File: config.mk
export PLATFORM = sky130hd
export DESIGN_NAME = svc_sector_verify
export DESIGN_NICKNAME = d
export VERILOG_FILES = /design/src/common/svc_pkg.sv /design/src/svc_sector_verify.sv
export VERILOG_INCLUDE_DIRS = /design/src /design/src/common
export SDC_FILE = /design/constraint.sdc
export NUM_CORES = 1
export LEC_CHECK = 0
export BUFFER_PORTS_ARGS = -buffer_cell sky130_fd_sc_hd__buf_2
export CAP_MARGIN = 20
export CORE_MARGIN = 8
export CORE_UTILIZATION = 55
export CTS_BUF_LIST = sky130_fd_sc_hd__clkbuf_16
export DETAILED_ROUTE_END_ITERATION = 8
export GPL_TIMING_DRIVEN = 1
export MAX_ROUTING_LAYER = met4
export PLACE_DENSITY_LB_ADDON = 0.3
export SYNTH_ARGS = -nofsm -noshare
export SYNTH_HDL_FRONTEND = slang
export SYNTH_SLANG_ARGS = --single-unit
export TNS_END_PERCENT = 5
File: constraint.sdc
create_clock -name aclk -period 6.55 [get_ports aclk]
set_input_delay 1.965 -clock aclk [delete_from_list [all_inputs] [get_ports aclk]]
set_output_delay 1.965 -clock aclk [all_outputs]
set_load 0.005 [all_outputs]
File: src/common/svc_cfg.svh
// Purpose: register map, field positions and timing counts of the sector verify block
// Assumes: AXI4-Lite byte addresses, one 32-bit word per register
// Notes:   task-file bytes sit in the low eight bits of each word
`ifndef SVC_CFG_SVH
`define SVC_CFG_SVH

`define SVC_OFF_COUNT    8'h00
`define SVC_OFF_SECTOR   8'h04
`define SVC_OFF_CYL_LO   8'h08
`define SVC_OFF_CYL_HI   8'h0c
`define SVC_OFF_DEVHEAD  8'h10
`define SVC_OFF_OPCODE   8'h14
`define SVC_OFF_CAUSE    8'h18
`define SVC_OFF_COND     8'h1c
`define SVC_OFF_IRQ_STAT 8'h20
`define SVC_OFF_IRQ_MASK 8'h24
`define SVC_OFF_GEOM     8'h28

`define SVC_OP_VERIFY    7'h20
`define SVC_BIT_LBA      6
`define SVC_BIT_DRIVE    4

`define SVC_ERR_UNC      6
`define SVC_ERR_IDN      4
`define SVC_ERR_ABT      2

`define SVC_ST_BSY       7
`define SVC_ST_RDY       6
`define SVC_ST_DF        5
`define SVC_ST_DSC       4
`define SVC_ST_DRQ       3
`define SVC_ST_COR       2
`define SVC_ST_ERR       0

`define SVC_SECTOR_NS    40
`define SVC_CLK_NS       4
`define SVC_SECTOR_CYC   ((`SVC_SECTOR_NS + `SVC_CLK_NS - 1) / `SVC_CLK_NS)

`define SVC_GEOM_RESET   32'h0000_3f10

`endif

File: src/common/svc_pkg.sv
// Purpose: types shared by the sector verify block
// Assumes: nothing beyond the header of constants
// Notes:   state codes are binary and fixed
package svc_pkg;

  typedef enum logic [1:0] {
    SVC_IDLE  = 2'b00,
    SVC_CHECK = 2'b01,
    SVC_DONE  = 2'b10
  } svc_state_t;

endpackage : svc_pkg

File: src/svc_sector_verify.sv
// Purpose: drive-side verify command (short form) behind an AXI4-Lite task file
// Assumes: the medium checker answers each sector request with a done pulse and
//          an uncorrectable or id-missing indication on the same cycle
// Notes:   no data port at all; verify never asks the host for a transfer
//
// The AXI4-Lite slave port and the address map were chosen for this implementation.
`timescale 1ns/1ps
`include "svc_cfg.svh"

module svc_sector_verify #(
  parameter int unsigned DRIVE_ID = 0
) (
  // clock and reset
  input  wire logic        aclk,
  input  wire logic        aresetn,
  // axi4-lite write address
  input  wire logic [7:0]  s_axi_awaddr,
  input  wire logic        s_axi_awvalid,
  output logic             s_axi_awready,
  // axi4-lite write data
  input  wire logic [31:0] s_axi_wdata,
  input  wire logic [3:0]  s_axi_wstrb,
  input  wire logic        s_axi_wvalid,
  output logic             s_axi_wready,
  // axi4-lite write response
  output logic [1:0]       s_axi_bresp,
  output logic             s_axi_bvalid,
  input  wire logic        s_axi_bready,
  // axi4-lite read address
  input  wire logic [7:0]  s_axi_araddr,
  input  wire logic        s_axi_arvalid,
  output logic             s_axi_arready,
  // axi4-lite read data
  output logic [31:0]      s_axi_rdata,
  output logic [1:0]       s_axi_rresp,
  output logic             s_axi_rvalid,
  input  wire logic        s_axi_rready,
  // medium checker
  output logic             media_check_req,
  output logic [27:0]      media_check_addr,
  output logic             media_check_lba,
  input  wire logic        media_check_done,
  input  wire logic        media_check_unc,
  input  wire logic        media_check_idnf,
  // interrupt
  output logic             irq
);

  localparam int unsigned SECTOR_CYC = `SVC_SECTOR_CYC;

  svc_pkg::svc_state_t state;

  logic [7:0]  transfer_count;
  logic [7:0]  start_sector_or_lba_low;
  logic [7:0]  cylinder_low_byte;
  logic [7:0]  cylinder_high_byte;
  logic [7:0]  drive_and_head_select;
  logic [7:0]  failure_cause;
  logic [7:0]  drive_condition;
  logic [1:0]  irq_status;
  logic [1:0]  irq_mask;
  logic [7:0]  geom_heads;
  logic [7:0]  geom_spt;
  logic [8:0]  remaining;
  logic [7:0]  gap_cnt;
  logic        req_out;
  logic [3:0]  head_next;

  // write channel latches
  logic [7:0]  aw_addr;
  logic        aw_full;
  logic [31:0] w_data;
  logic [3:0]  w_strb;
  logic        w_full;
  logic        do_write;
  logic        cmd_write;
  logic        sector_ok;
  logic        sector_bad;
  logic        lba_mode;
  logic        drive_match;
  logic [15:0] cyl;

  assign s_axi_awready = !aw_full && !s_axi_bvalid;
  assign s_axi_wready  = !w_full && !s_axi_bvalid;
  assign do_write      = aw_full && w_full && !s_axi_bvalid;
  assign s_axi_bresp   = 2'b00;
  assign s_axi_rresp   = 2'b00;
  assign s_axi_arready = !s_axi_rvalid;

  assign lba_mode    = drive_and_head_select[`SVC_BIT_LBA];
  assign drive_match = drive_and_head_select[`SVC_BIT_DRIVE] == DRIVE_ID[0];
  assign cyl         = {cylinder_high_byte, cylinder_low_byte};
  // opcode bit 0 is masked off so both codes start the same verify
  assign cmd_write   = do_write && aw_addr == `SVC_OFF_OPCODE && w_strb[0]
                       && w_data[7:1] == `SVC_OP_VERIFY
                       && state == svc_pkg::SVC_IDLE && drive_match;
  assign sector_ok   = state == svc_pkg::SVC_CHECK && media_check_done
                       && !media_check_unc && !media_check_idnf;
  assign sector_bad  = state == svc_pkg::SVC_CHECK && media_check_done
                       && (media_check_unc || media_check_idnf);

  assign media_check_req  = req_out;
  assign media_check_lba  = lba_mode;
  assign media_check_addr = {drive_and_head_select[3:0], cylinder_high_byte,
                             cylinder_low_byte, start_sector_or_lba_low};
  assign irq = |(irq_status & irq_mask);

  always_ff @(posedge aclk)
  begin
    if (!aresetn)
    begin
      aw_full <= 1'b0;
      aw_addr <= 8'h00;
    end
    else if (s_axi_awvalid && s_axi_awready)
    begin
      aw_full <= 1'b1;
      aw_addr <= s_axi_awaddr;
    end
    else if (do_write)
      aw_full <= 1'b0;
  end

  always_ff @(posedge aclk)
  begin
    if (!aresetn)
    begin
      w_full <= 1'b0;
      w_data <= 32'h0000_0000;
      w_strb <= 4'h0;
    end
    else if (s_axi_wvalid && s_axi_wready)
    begin
      w_full <= 1'b1;
      w_data <= s_axi_wdata;
      w_strb <= s_axi_wstrb;
    end
    else if (do_write)
      w_full <= 1'b0;
  end

  always_ff @(posedge aclk)
  begin
    if (!aresetn)
      s_axi_bvalid <= 1'b0;
    else if (do_write)
      s_axi_bvalid <= 1'b1;
    else if (s_axi_bready)
      s_axi_bvalid <= 1'b0;
  end

  always_ff @(posedge aclk)
  begin
    if (!aresetn)
    begin
      s_axi_rvalid <= 1'b0;
      s_axi_rdata  <= 32'h0000_0000;
    end
    else if (s_axi_arvalid && s_axi_arready)
    begin
      s_axi_rvalid <= 1'b1;
      unique case (s_axi_araddr)
        `SVC_OFF_COUNT:    s_axi_rdata <= {24'h00_0000, transfer_count};
        `SVC_OFF_SECTOR:   s_axi_rdata <= {24'h00_0000, start_sector_or_lba_low};
        `SVC_OFF_CYL_LO:   s_axi_rdata <= {24'h00_0000, cylinder_low_byte};
        `SVC_OFF_CYL_HI:   s_axi_rdata <= {24'h00_0000, cylinder_high_byte};
        `SVC_OFF_DEVHEAD:  s_axi_rdata <= {24'h00_0000, drive_and_head_select};
        `SVC_OFF_CAUSE:    s_axi_rdata <= {24'h00_0000, failure_cause};
        `SVC_OFF_COND:     s_axi_rdata <= {24'h00_0000, drive_condition};
        `SVC_OFF_IRQ_STAT: s_axi_rdata <= {30'h0000_0000, irq_status};
        `SVC_OFF_IRQ_MASK: s_axi_rdata <= {30'h0000_0000, irq_mask};
        `SVC_OFF_GEOM:     s_axi_rdata <= {16'h0000, geom_spt, geom_heads};
        default:           s_axi_rdata <= 32'h0000_0000;
      endcase
    end
    else if (s_axi_rready)
      s_axi_rvalid <= 1'b0;
  end

  // task-file writes are refused while busy so the host cannot move the address
  always_ff @(posedge aclk)
  begin
    if (!aresetn)
    begin
      drive_and_head_select <= 8'ha0;
      geom_heads            <= 8'(`SVC_GEOM_RESET);
      geom_spt              <= 8'(`SVC_GEOM_RESET >> 8);
      irq_mask              <= 2'b00;
    end
    else
    begin
      // head tracks the scan; a host write in idle overrides it
      drive_and_head_select[3:0] <= head_next;
      if (do_write && w_strb[0])
      begin
        if (aw_addr == `SVC_OFF_DEVHEAD && state == svc_pkg::SVC_IDLE)
          drive_and_head_select <= w_data[7:0];
        if (aw_addr == `SVC_OFF_IRQ_MASK)
          irq_mask <= w_data[1:0];
        if (aw_addr == `SVC_OFF_GEOM)
        begin
          geom_heads <= w_data[7:0];
          geom_spt   <= w_data[15:8];
        end
      end
    end
  end

  // address registers double as the current position while checking
  always_ff @(posedge aclk)
  begin
    if (!aresetn)
    begin
      transfer_count          <= 8'h01;
      start_sector_or_lba_low <= 8'h01;
      cylinder_low_byte       <= 8'h00;
      cylinder_high_byte      <= 8'h00;
    end
    else if (state == svc_pkg::SVC_IDLE && do_write && w_strb[0])
    begin
      unique case (aw_addr)
        `SVC_OFF_COUNT:  transfer_count          <= w_data[7:0];
        `SVC_OFF_SECTOR: start_sector_or_lba_low <= w_data[7:0];
        `SVC_OFF_CYL_LO: cylinder_low_byte       <= w_data[7:0];
        `SVC_OFF_CYL_HI: cylinder_high_byte      <= w_data[7:0];
        default:         ;
      endcase
    end
    else if (sector_ok)
    begin
      transfer_count <= 8'(remaining - 9'h001);
      if (remaining != 9'h001)
      begin
        if (lba_mode)
          {cylinder_high_byte, cylinder_low_byte, start_sector_or_lba_low} <=
            24'({cylinder_high_byte, cylinder_low_byte, start_sector_or_lba_low}
                + 24'h00_0001);
        else if (start_sector_or_lba_low < geom_spt)
          start_sector_or_lba_low <= start_sector_or_lba_low + 8'h01;
        else
        begin
          start_sector_or_lba_low <= 8'h01;
          if ({4'h0, drive_and_head_select[3:0]} + 8'h01 >= geom_heads)
            {cylinder_high_byte, cylinder_low_byte} <= cyl + 16'h0001;
        end
      end
    end
    else if (sector_bad)
      transfer_count <= remaining[7:0];
  end

  // head field lives in drive_and_head_select; advanced here in chs and lba mode
  always_comb
  begin
    head_next = drive_and_head_select[3:0];
    if (sector_ok && remaining != 9'h001)
    begin
      if (lba_mode)
      begin
        if ({cylinder_high_byte, cylinder_low_byte, start_sector_or_lba_low} == 24'hff_ffff)
          head_next = drive_and_head_select[3:0] + 4'h1;
      end
      else if (start_sector_or_lba_low >= geom_spt)
      begin
        if ({4'h0, drive_and_head_select[3:0]} + 8'h01 >= geom_heads)
          head_next = 4'h0;
        else
          head_next = drive_and_head_select[3:0] + 4'h1;
      end
    end
  end

  always_ff @(posedge aclk)
  begin
    if (!aresetn)
    begin
      state     <= svc_pkg::SVC_IDLE;
      remaining <= 9'h000;
      req_out   <= 1'b0;
      gap_cnt   <= 8'h00;
    end
    else
    begin
      unique case (state)
        svc_pkg::SVC_IDLE:
          if (cmd_write)
          begin
            state     <= svc_pkg::SVC_CHECK;
            remaining <= (transfer_count == 8'h00) ? 9'h100 : {1'b0, transfer_count};
            req_out   <= 1'b1;
          end
        svc_pkg::SVC_CHECK:
        begin
          if (gap_cnt != 8'h00)
          begin
            gap_cnt <= gap_cnt - 8'h01;
            req_out <= (gap_cnt == 8'h01);
          end
          else if (media_check_done)
            req_out <= 1'b0;
          if (sector_bad)
            state <= svc_pkg::SVC_DONE;
          else if (sector_ok)
          begin
            remaining <= remaining - 9'h001;
            if (remaining == 9'h001)
              state <= svc_pkg::SVC_DONE;
            else
              gap_cnt <= 8'(SECTOR_CYC);
          end
        end
        svc_pkg::SVC_DONE:
          state <= svc_pkg::SVC_IDLE;
        default:
          state <= svc_pkg::SVC_IDLE;
      endcase
    end
  end

  // status and error; drq never rises for this command
  always_ff @(posedge aclk)
  begin
    if (!aresetn)
    begin
      failure_cause   <= 8'h00;
      drive_condition <= 8'h50;
    end
    else if (cmd_write)
    begin
      failure_cause   <= 8'h00;
      drive_condition <= 8'h80;
    end
    else if (do_write && aw_addr == `SVC_OFF_OPCODE && w_strb[0]
             && state == svc_pkg::SVC_IDLE && drive_match)
    begin
      failure_cause   <= 8'h01 << `SVC_ERR_ABT;
      drive_condition <= 8'h51;
    end
    else
    begin
      if (sector_bad)
        failure_cause <= {1'b0, media_check_unc, 1'b0, media_check_idnf, 4'h0};
      if (state == svc_pkg::SVC_DONE)
      begin
        drive_condition                <= 8'h50;
        drive_condition[`SVC_ST_ERR]   <= failure_cause[`SVC_ERR_UNC]
                                          | failure_cause[`SVC_ERR_IDN]
                                          | failure_cause[`SVC_ERR_ABT];
      end
    end
  end

  // set wins over write-one-to-clear
  always_ff @(posedge aclk)
  begin
    if (!aresetn)
      irq_status <= 2'b00;
    else
    begin
      for (int i = 0; i < 2; i++)
      begin
        if (do_write && aw_addr == `SVC_OFF_IRQ_STAT && w_strb[0] && w_data[i])
          irq_status[i] <= 1'b0;
      end
      if (state == svc_pkg::SVC_DONE)
        irq_status[0] <= 1'b1;
      if (sector_bad)
        irq_status[1] <= 1'b1;
    end
  end

endmodule : svc_sector_verify

==> flow_metrics.tcl, run 1 <==
set metrics [dict create \
    top_layer "met4" \
    core_area_um2 13200 \
    critPathRequiredTime_ns 6.82 \
    max_freq_mhz 265 \
    path_clk_slew_ns 0.06 \
    skew_ns 0.00937 \
    max_slew_margin_pct 32.1 \
    synthMuxAreaShare_pct 3.14 \
    firstDrtPassIters 5 \
    fin_cells 1232 \
    area_growth_pct 14.1 \
    vias 7557 \
    grt_pass1_vias 7063 \
    ios 134 \
    die-area_um2 17400 \
    first_iter_violations 925 \
    drc 0 \
    cts.sinks 131 \
    max_cap_viol_count 0 \
    cp_top_family "compound AO/OA/AOI/OAI gates" \
    design_area_um2 8420 \
    min_period_over_period_pct 57.6 \
    post_cts_buffers 0 \
    dp_slack_ns 2.36 \
    criticalPathCategory "in2reg" \
    antenna_found_initial 0 \
    path_cells "buf_2 -> nor2_1 -> nand3_1 -> a31o_2 -> nand2_1 -> o21ai_0 -> clkbuf_2 -> o21ai_0 -> a21oi_1" \
    cts.htree.levels 4 \
    p_leak_nw 3.31 \
    drive_gt1_share_pct 14.4 \
    synth-async-reset-ratio_pct 0 \
    ys_seq_area_share_pct 35.6 \
    avgSynthCellArea_um2 7.52 \
    synth_area_leaders "dfxtp_1 36%, nand2_1 9.8%, a21oi_1 7.0%, o21ai_0 3.7%, ha_1 3.6%" \
    setup_violations 0 \
    cts_resized 0 \
    final.setup.tns_ns 0 \
    antenna_cells 0 \
    synth_cell_types 65 \
    critPathLaunchType "input port" \
    outcome "finished, final reports clean" \
    crit_path_max_fanout 8 \
    post_drt_wl_per_cell_um 18.7 \
    power_density_nw_per_um2 227 \
    cts_tree "done" \
    gp_congestion 0.988 \
    synth_edf_count 0 \
    dpl.hpwl_um 16200 \
    clk_latency_ns 0.43 \
    grt_pass1_wl_um 36600 \
    rows 42 \
    placed_area_um2 7790 \
    place_inst 1198 \
    die-width_um 132 \
    synth_top_family_by_area "simple AND/OR/NAND/NOR gates" \
    drtAntennaViolNets 0 \
    cpPeakStageDelay_ns 0.43 \
    drt-vias-per-instance 6.13 \
    synth_area_um2 7370 \
    synthMostInstantiatedCell "nand2_1" \
    synth-compound-area-share_pct 22.5 \
    r2r_setup_slack_ns 3.09 \
    min_period_ns 3.77 \
    min_path_type "reg2reg" \
    cts_made_buffers 17 \
    grt_max_degree 91 \
    crit_buf_inv 2 \
    wl_met1_um 10100 \
    hold_viol 0 \
    wl_met3_um 2200 \
    cp-end-kind "register" \
    io_buffers 94 \
    synth-xor-area-share_pct 1.54 \
    root_buffer "clkbuf_16" \
    ys_ff_latch 131 \
    clock_path_buffers 2 \
    synth-simple-area-share_pct 26.9 \
    finalMaxSlewViolations 0 \
    fin_nets 1126 \
    synthTopCellsByCount "193 x nand2_1, 131 x dfxtp_1, 103 x a21oi_1, 66 x nor2_1, 55 x o21ai_0" \
    synth_top_cell_by_area "dfxtp_1" \
    irDropWorstVdd_v 0.000166 \
    ys_warn_count 0 \
    tightest_slew_ns 1.01 \
    synthFlopType "dfxtp_1" \
    grtUsageTotal_pct 26.6 \
    initial_core_util_pct 55.9 \
    rsz0062_at_grt "false" \
    arrival_ns 4.04 \
    synthCells 981 \
    cts_hold_repair.buffers 0 \
    die_h_um 132 \
    synth_top_area_share_pct 35.6 \
    slowest_stage "a31o_2" \
    route.met2.wl_um 10300 \
    overflow 0 \
    setup_slack_ns 2.78 \
    wirelength_um 23100 \
    fin_total_pwr_mw 1.91 \
    synth_fa_ha_area_share_pct 3.56 \
    cp_common_cell "o21ai_0" \
]
## registers in the layout, indices dropped and copies added (netlist names), 2 cells and up
register and flops:
s_axi_rdata 16, transfer_count 8, geom_heads 8, remaining 9, geom_spt 8, drive_and_head_select 8
irq_mask 2, cylinder_high_byte 8, aw_addr 8, drive_condition 3, w_data 16, cylinder_low_byte 8
irq_status 2, gap_cnt 8, state 2, failure_cause 3, start_sector_or_lba_low 8
## worst paths after layout
path	start	to	cells after the start
worst max register to register	drive_and_head_select[0]	cylinder_high_byte[7]	11
worst min-delay path	w_data[8]	w_data[8]	2
worst min register to register	w_data[8]	w_data[8]	2
worst max-delay path	media_check_idnf	cylinder_high_byte[7]	9
## per-layer routing
layer	GRT usage, %	vias up
met3	6.82	45
li1	-	3608
met2	39.0	386
met1	34.5	3518
met4	10.3	0
met5	-	-
## cell usage in the layout (no fill, tap or decap), types with 5 or more instances in the layout
master       n
a21o_1       8
nor2_1      66
nor4_1      13
o21ai_0     55
inv_1       26
ha_1        21
and2_1       9
o211ai_1    13
dfxtp_1    131
nand3b_1     5
o31ai_1     12
conb_1      20
a22oi_1     14
mux2i_1     13
a31oi_1     16
nor2b_1     10
and3_1       5
o22ai_1      9
buf_4        7
clkbuf_16   17
buf_2       94
xnor2_1      7
a21oi_1    103
nand3_1     36
xor2_1       6
or3_1        7
nand2b_1     9
o32ai_1      5
o41ai_1      5
nor3b_1      7
nand4_1     13
nor3_1      24
or4_1        7
nand2_1    193
## stage by stage
stage,hold slack [ns],util (%)
3_5_place_dp,0.449,59.1
6_report,0.455,63.8
5_1_grt,0.484,63.8
3_3_place_gp,0.441,59.1
2_1_floorplan,0.432,-
4_1_cts,0.458,63.7
## worst register-to-register path, stage by stage, from the launching register on
cell and delay, ns:
dfxtp_1 0.50, ha_1 0.35, and3_1 0.21, ha_1 0.19
nor2_1 0.06, nor4_1 0.18, a31oi_1 0.18, a31oi_1 0.67
o21ai_0 0.43, clkbuf_2 0.28, o21ai_0 0.17, a21oi_1 0.09
## layout make-up
class	count	area, um^2
Sequential cell	131	2620
Tap cell	176	220
Clock inverter	15	181
Timing Repair Buffer	103	539
Multi-Input combinational cell	763	4330
Fill cell	1234	4770
Inverter	27	101
Clock buffer	17	425
## cells by family (layout without fill, tap and decap cells)
kind of cell,after synthesis,after routing
compound gates,271,271
xor+xnor,13,13
fa+ha+maj,21,21
buf+inv,106,162
flops,131,131
mux,19,19
other cells,1,20
simple gates,419,419
## where the power goes
group / total [mW] / internal (mW) / switching, mW
registers: 0.831 / 0.810 / 0.0206
logic: 0.105 / 0.0343 / 0.0707
clock network: 0.977 / 0.600 / 0.377
total: 1.91 / 1.44 / 0.468
Note: power is estimated with default switching activity, not from simulation.
==> run 2: changes to the inputs <==
- CORE_UTILIZATION: 55 -> 51
- clock period: 6.55 -> 3.4 ns (I/O delays scaled with it)
==> run 2 against run 1 <==
Net effect: worst hold slack lost 0.0043 ns; clock skew shrank 0.0018 ns; sequential share of layout area shrank 0.45 points; critical endpoint is now cylinder_high_byte[3].
==> flow_metrics.tcl, run 2 (synthesized netlist as in run 1, its figures left out) <==
set metrics [dict create \
    outcome "finished, final reports clean" \
    tightest_slew_ns 0.667 \
    cp-end-kind "register" \
    reg2regPathDepth 11 \
    rows 44 \
    critPathLaunchType "register" \
    design_area_um2 8540 \
    fin_nets 1142 \
    r2r-start "drive_and_head_select[1]" \
    ios 134 \
    cts_made_buffers 17 \
    fin_cells 1255 \
    firstDrtPassIters 5 \
    die-area_um2 18600 \
    dp_slack_ns 0.523 \
    io_buffers 94 \
    cts.sinks 131 \
    drc 0 \
    core_area_um2 14300 \
    timing.hold.ws_ns 0.451 \
    grtUsageTotal_pct 25.9 \
    post_drt_wl_per_cell_um 18.6 \
    min_from "w_data[14]" \
    place_inst 1224 \
    min_path_type "reg2reg" \
    seq_power_share_pct 43.7 \
    grt_pass1_wl_um 37000 \
    path_clk_slew_ns 0.06 \
    criticalPathCategory "reg2reg" \
    cts_hold_repair.buffers 0 \
    first_iter_violations 770 \
    irDropWorstVdd_v 0.000372 \
    power.internal_mw 2.78 \
    finalMaxSlewViolations 0 \
    final.setup.tns_ns 0 \
    holdPathStages 2 \
    vias 7508 \
    clkPwrFrac_pct 50.5 \
    post_cts_buffers 0 \
    grt_pass1_vias 7081 \
    final_cell_mix "193 x nand2_1, 131 x dfxtp_1, 103 x a21oi_1" \
    max_freq_mhz 362 \
    grt_max_degree 55 \
    setup_violations 0 \
    min_period_ns 2.76 \
    combPwrFrac_pct 5.8 \
    drtAntennaViolNets 0 \
    netSwitchingFraction_pct 24.0 \
    arrival_ns 3.11 \
    worstReg2RegEnd "cylinder_high_byte[3]" \
    crit_path_max_fanout 8 \
    clk_latency_ns 0.42 \
    gp_congestion 0.964 \
    p_sw_mw 0.876 \
    r2r_setup_slack_ns 0.64 \
    layout_commonest_cell "nand2_1" \
    clock_path_buffers 2 \
    die-width_um 136 \
    wirelength_um 23400 \
    placed_area_um2 7950 \
    dpl.hpwl_um 16400 \
    cts_tree "done" \
    fin_total_pwr_mw 3.65 \
    power_density_nw_per_um2 428 \
    reg_top3 "s_axi_rdata (16), w_data (16), remaining (9)" \
    setup_slack_ns 0.637 \
    max_cap_viol_count 0 \
    rsz0062_at_grt "false" \
    skew_ns 0.00756 \
    cts_resized 0 \
    p_leak_nw 3.39 \
    utilization_pct 59.7 \
    overflow 0 \
    antenna_cells 0 \
    critPathRequiredTime_ns 3.74 \
    min_to "geom_spt[6]" \
    max_slew_margin_pct 54.9 \
    cts.htree.levels 4 \
    hold_viol 0 \
    area_growth_pct 15.8 \
    antenna_found_initial 0 \
    die_h_um 136 \
    root_buffer "clkbuf_16" \
    drt-vias-per-instance 5.98 \
    min_period_over_period_pct 81.3 \
    drive_gt1_share_pct 15.6 \
    initial_core_util_pct 51.5 \
]
[run 2: cell types whose count changed in the layout (fill, tap and decap cells not counted)]
cell / previous run / this run
inv_1: 26 / 27
clkinvlp_4: 4 / 5
buf_4: 7 / 24
buf_12: 0 / 1
clkinv_4: 3 / 1
inv_6: 3 / 1
buf_6: 1 / 0
clkinv_1: 1 / 0
clkbuf_2: 1 / 0
clkinv_2: 1 / 3
[run 2: final cells by class]
| class | instances | area [um^2] |
|---|---|---|
| clock inverters | 14 | 164 |
| multi-input cells | 763 | 4330 |
| inverters | 27 | 101 |
| well taps | 184 | 230 |
| flip-flops and latches | 131 | 2620 |
| clock buffers | 17 | 425 |
| fillers | 1358 | 5770 |
| repair buffers | 119 | 671 |
[run 2: how the worst max path moves through the flow]
stage,start,endpoint,cells after the start
after floorplan,media_check_idnf,drive_and_head_select[3],7
after global placement,media_check_idnf,cylinder_high_byte[3],9
after detailed placement,media_check_idnf,cylinder_high_byte[3],9
after CTS,drive_and_head_select[1],cylinder_low_byte[1],12
after global routing,drive_and_head_select[1],cylinder_low_byte[4],12
final,drive_and_head_select[1],cylinder_high_byte[3],11
[run 2: layer usage]
layer / global-route usage [%] / up-vias / wire, um
li1: - / 3630 / -
met3: 6.91 / 56 / 2270
met5: - / - / 0
met2: 38.7 / 362 / 10500
met4: 10.3 / 0 / 657
met1: 32.8 / 3460 / 9960
[run 2: worst max-delay path, stage by stage, from the launching register on]
cell and delay, ns:
dfxtp_1 0.44, ha_1 0.35, and3_1 0.20, ha_1 0.19, nor2_1 0.06, nor4_1 0.23
a31oi_1 0.18, a31oi_1 0.17, buf_4 0.19, nand2_1 0.08, or4_1 0.41, a31oi_1 0.18
[run 2: power groups by stage]
stage / clock network (mW) / registers [mW] / logic [mW]
finish: 1.84 / 1.60 / 0.211
floorplan: 0 / 1.62 / 0.149
global placement: 0 / 1.63 / 0.204
CTS: 1.87 / 1.60 / 0.207
global route: 1.94 / 1.60 / 0.233
detailed placement: 0 / 1.63 / 0.206
==> run 3: changes to the inputs <==
- clock period: 3.4 -> 2.27 ns (I/O delays scaled with it)
==> run 3 against run 2 <==
Net effect: the run now ends with setup timing left; power grew 48%; worst hold slack lost 0.023 ns; sequential power increased by 48%; setup slack lost 0.84 ns; via count up 7.2%; sequential share of layout area fell by 3.1 points; maximum frequency up 12%; final cell count is 8.4% higher; utilization grew 6.8 points; die area unchanged; combinational power up 84%; critical path type unchanged; highest routed layer unchanged.
==> flow_metrics.tcl, run 3 (synthesized netlist as in run 1, its figures left out) <==
set metrics [dict create \
    fin_nets 1247 \
    criticalPathCategory "reg2reg" \
    die_h_um 136 \
    grt_max_degree 61 \
    reg_top3 "s_axi_rdata (16), w_data (16), remaining (9)" \
    dpl.hpwl_um 18500 \
    finalMaxSlewViolations 0 \
    die-area_um2 18600 \
    grt_pass1_wl_um 39100 \
    place_inst 1325 \
    rsz0062_at_grt "true" \
    placed_area_um2 8740 \
    arrival_ns 2.79 \
    setup_violations 17 \
    max_slew_margin_pct 45.4 \
    wirelength_um 25300 \
    skew_ns 0.00820 \
    critPathLaunch "drive_and_head_select[1]" \
    gp_congestion 0.951 \
    timing.hold.ws_ns 0.428 \
    cts_tree "done" \
    nFillCells 1267 \
    min_period_over_period_pct 109 \
    critPathRequiredTime_ns 2.58 \
    max_freq_mhz 404 \
    clock_path_buffers 2 \
    rows 44 \
    r2r-start "drive_and_head_select[1]" \
    fin_total_pwr_mw 5.40 \
    ios 134 \
    dp_slack_ns -0.251 \
    overflow 0 \
    die-width_um 136 \
    cp_top_family "compound AO/OA/AOI/OAI gates" \
    antenna_found_initial 0 \
    fin_cells 1361 \
    antenna_cells 0 \
    final.setup.tns_ns -2.71 \
    cts_hold_repair.buffers 0 \
    vias 8048 \
    grtUsageTotal_pct 27.8 \
    violations "setup timing" \
    crit_path_max_fanout 6 \
    core_area_um2 14300 \
    cts_made_buffers 17 \
    tightest_slew_ns 0.808 \
    path_clk_slew_ns 0.06 \
    utilization_pct 66.4 \
    max_cap_viol_count 0 \
    design_area_um2 9510 \
    post_drt_wl_per_cell_um 18.6 \
    path_cells "ha_4 -> and3_4 -> ha_4 -> nor4_4 -> o21ai_2 -> a31oi_4 -> a31oi_4 -> buf_6 -> a21oi_4 -> buf_6 -> mux2i_1 -> nor2_1" \
    crit_buf_inv 2 \
    irDropWorstVdd_v 0.000520 \
    slowest_stage "dfxtp_4" \
    layout_commonest_cell "nand2_1" \
    area_growth_pct 29.0 \
    final_cell_mix "192 x nand2_1, 127 x dfxtp_1, 124 x buf_4" \
    critPathLaunchType "register" \
    io_buffers 94 \
    power_density_nw_per_um2 568 \
    outcome "finished, violations left" \
    min_path_type "in2reg" \
    clk_latency_ns 0.43 \
    grt_pass1_vias 7605 \
    drt-vias-per-instance 5.91 \
    root_buffer "clkbuf_16" \
    cts.htree.levels 4 \
    setup_slack_ns -0.206 \
    cp-end-kind "register" \
    hold_viol 0 \
    firstDrtPassIters 5 \
    drive_gt1_share_pct 25.5 \
    first_iter_violations 859 \
    min_from "s_axi_rready" \
    drc 0 \
    drtAntennaViolNets 0 \
    cpPeakStageDelay_ns 0.36 \
    p_leak_nw 3.94 \
    initial_core_util_pct 51.5 \
    cts.sinks 131 \
    min_period_ns 2.48 \
]
[run 3: cell types whose count changed in the layout (fill, tap and decap cells not counted), moves of 4 or more]
| cell | previous run | this run |
|---|---|---|
| a21oi_1 | 103 | 99 |
| o21ai_0 | 55 | 46 |
| buf_4 | 24 | 124 |
| dfxtp_1 | 131 | 127 |
| buf_6 | 0 | 4 |
| o21ai_1 | 0 | 7 |
[run 3: what timing repair did]
item | in CTS | in global routing
setup buffers | 1 | 2
resized for setup | 18 | 27
gates cloned | 0 | 1
endpoints found under the setup margin | 18 | 36
pin swaps | 5 | 10
endpoints found under the hold margin | 0 | 0
[run 3: power breakdown]
part / switching (mW) / internal (mW) / leakage [nW]
logic: 0.245 / 0.144 / 2.61
registers: 0.0308 / 2.34 / 1.06
clock network: 1.13 / 1.51 / 0.267
[run 3: layout make-up]
| type | count | area, um^2 | area share (%) |
|---|---|---|---|
| flip-flops and latches | 131 | 2630 | 27.7 |
| repair buffers | 224 | 1490 | 15.6 |
| clock buffers | 17 | 425 | 4.47 |
| well taps | 184 | 230 | 2.42 |
| clock inverters | 15 | 135 | 1.42 |
| inverters | 27 | 101 | 1.07 |
| multi-input cells | 763 | 4500 | 47.3 |
[run 3: worst paths after layout]
path | to | slack (ns) | cells after the start
hold / removal | s_axi_rvalid | 0.43 | 2
hold reg to reg | geom_spt[6] | 0.46 | 2
setup / recovery | cylinder_low_byte[1] | -0.21 | 12
setup reg to reg | cylinder_low_byte[1] | -0.21 | 12
[run 3: per-layer routing]
layer  track usage (%)  share of wire (%)  vias up
li1                  -                  -     3844
met1              34.6                 43     3741
met2              41.7                 46      389
met3              6.47                8.1       74
met4              13.2                3.6        0
met5                 -                  0        -
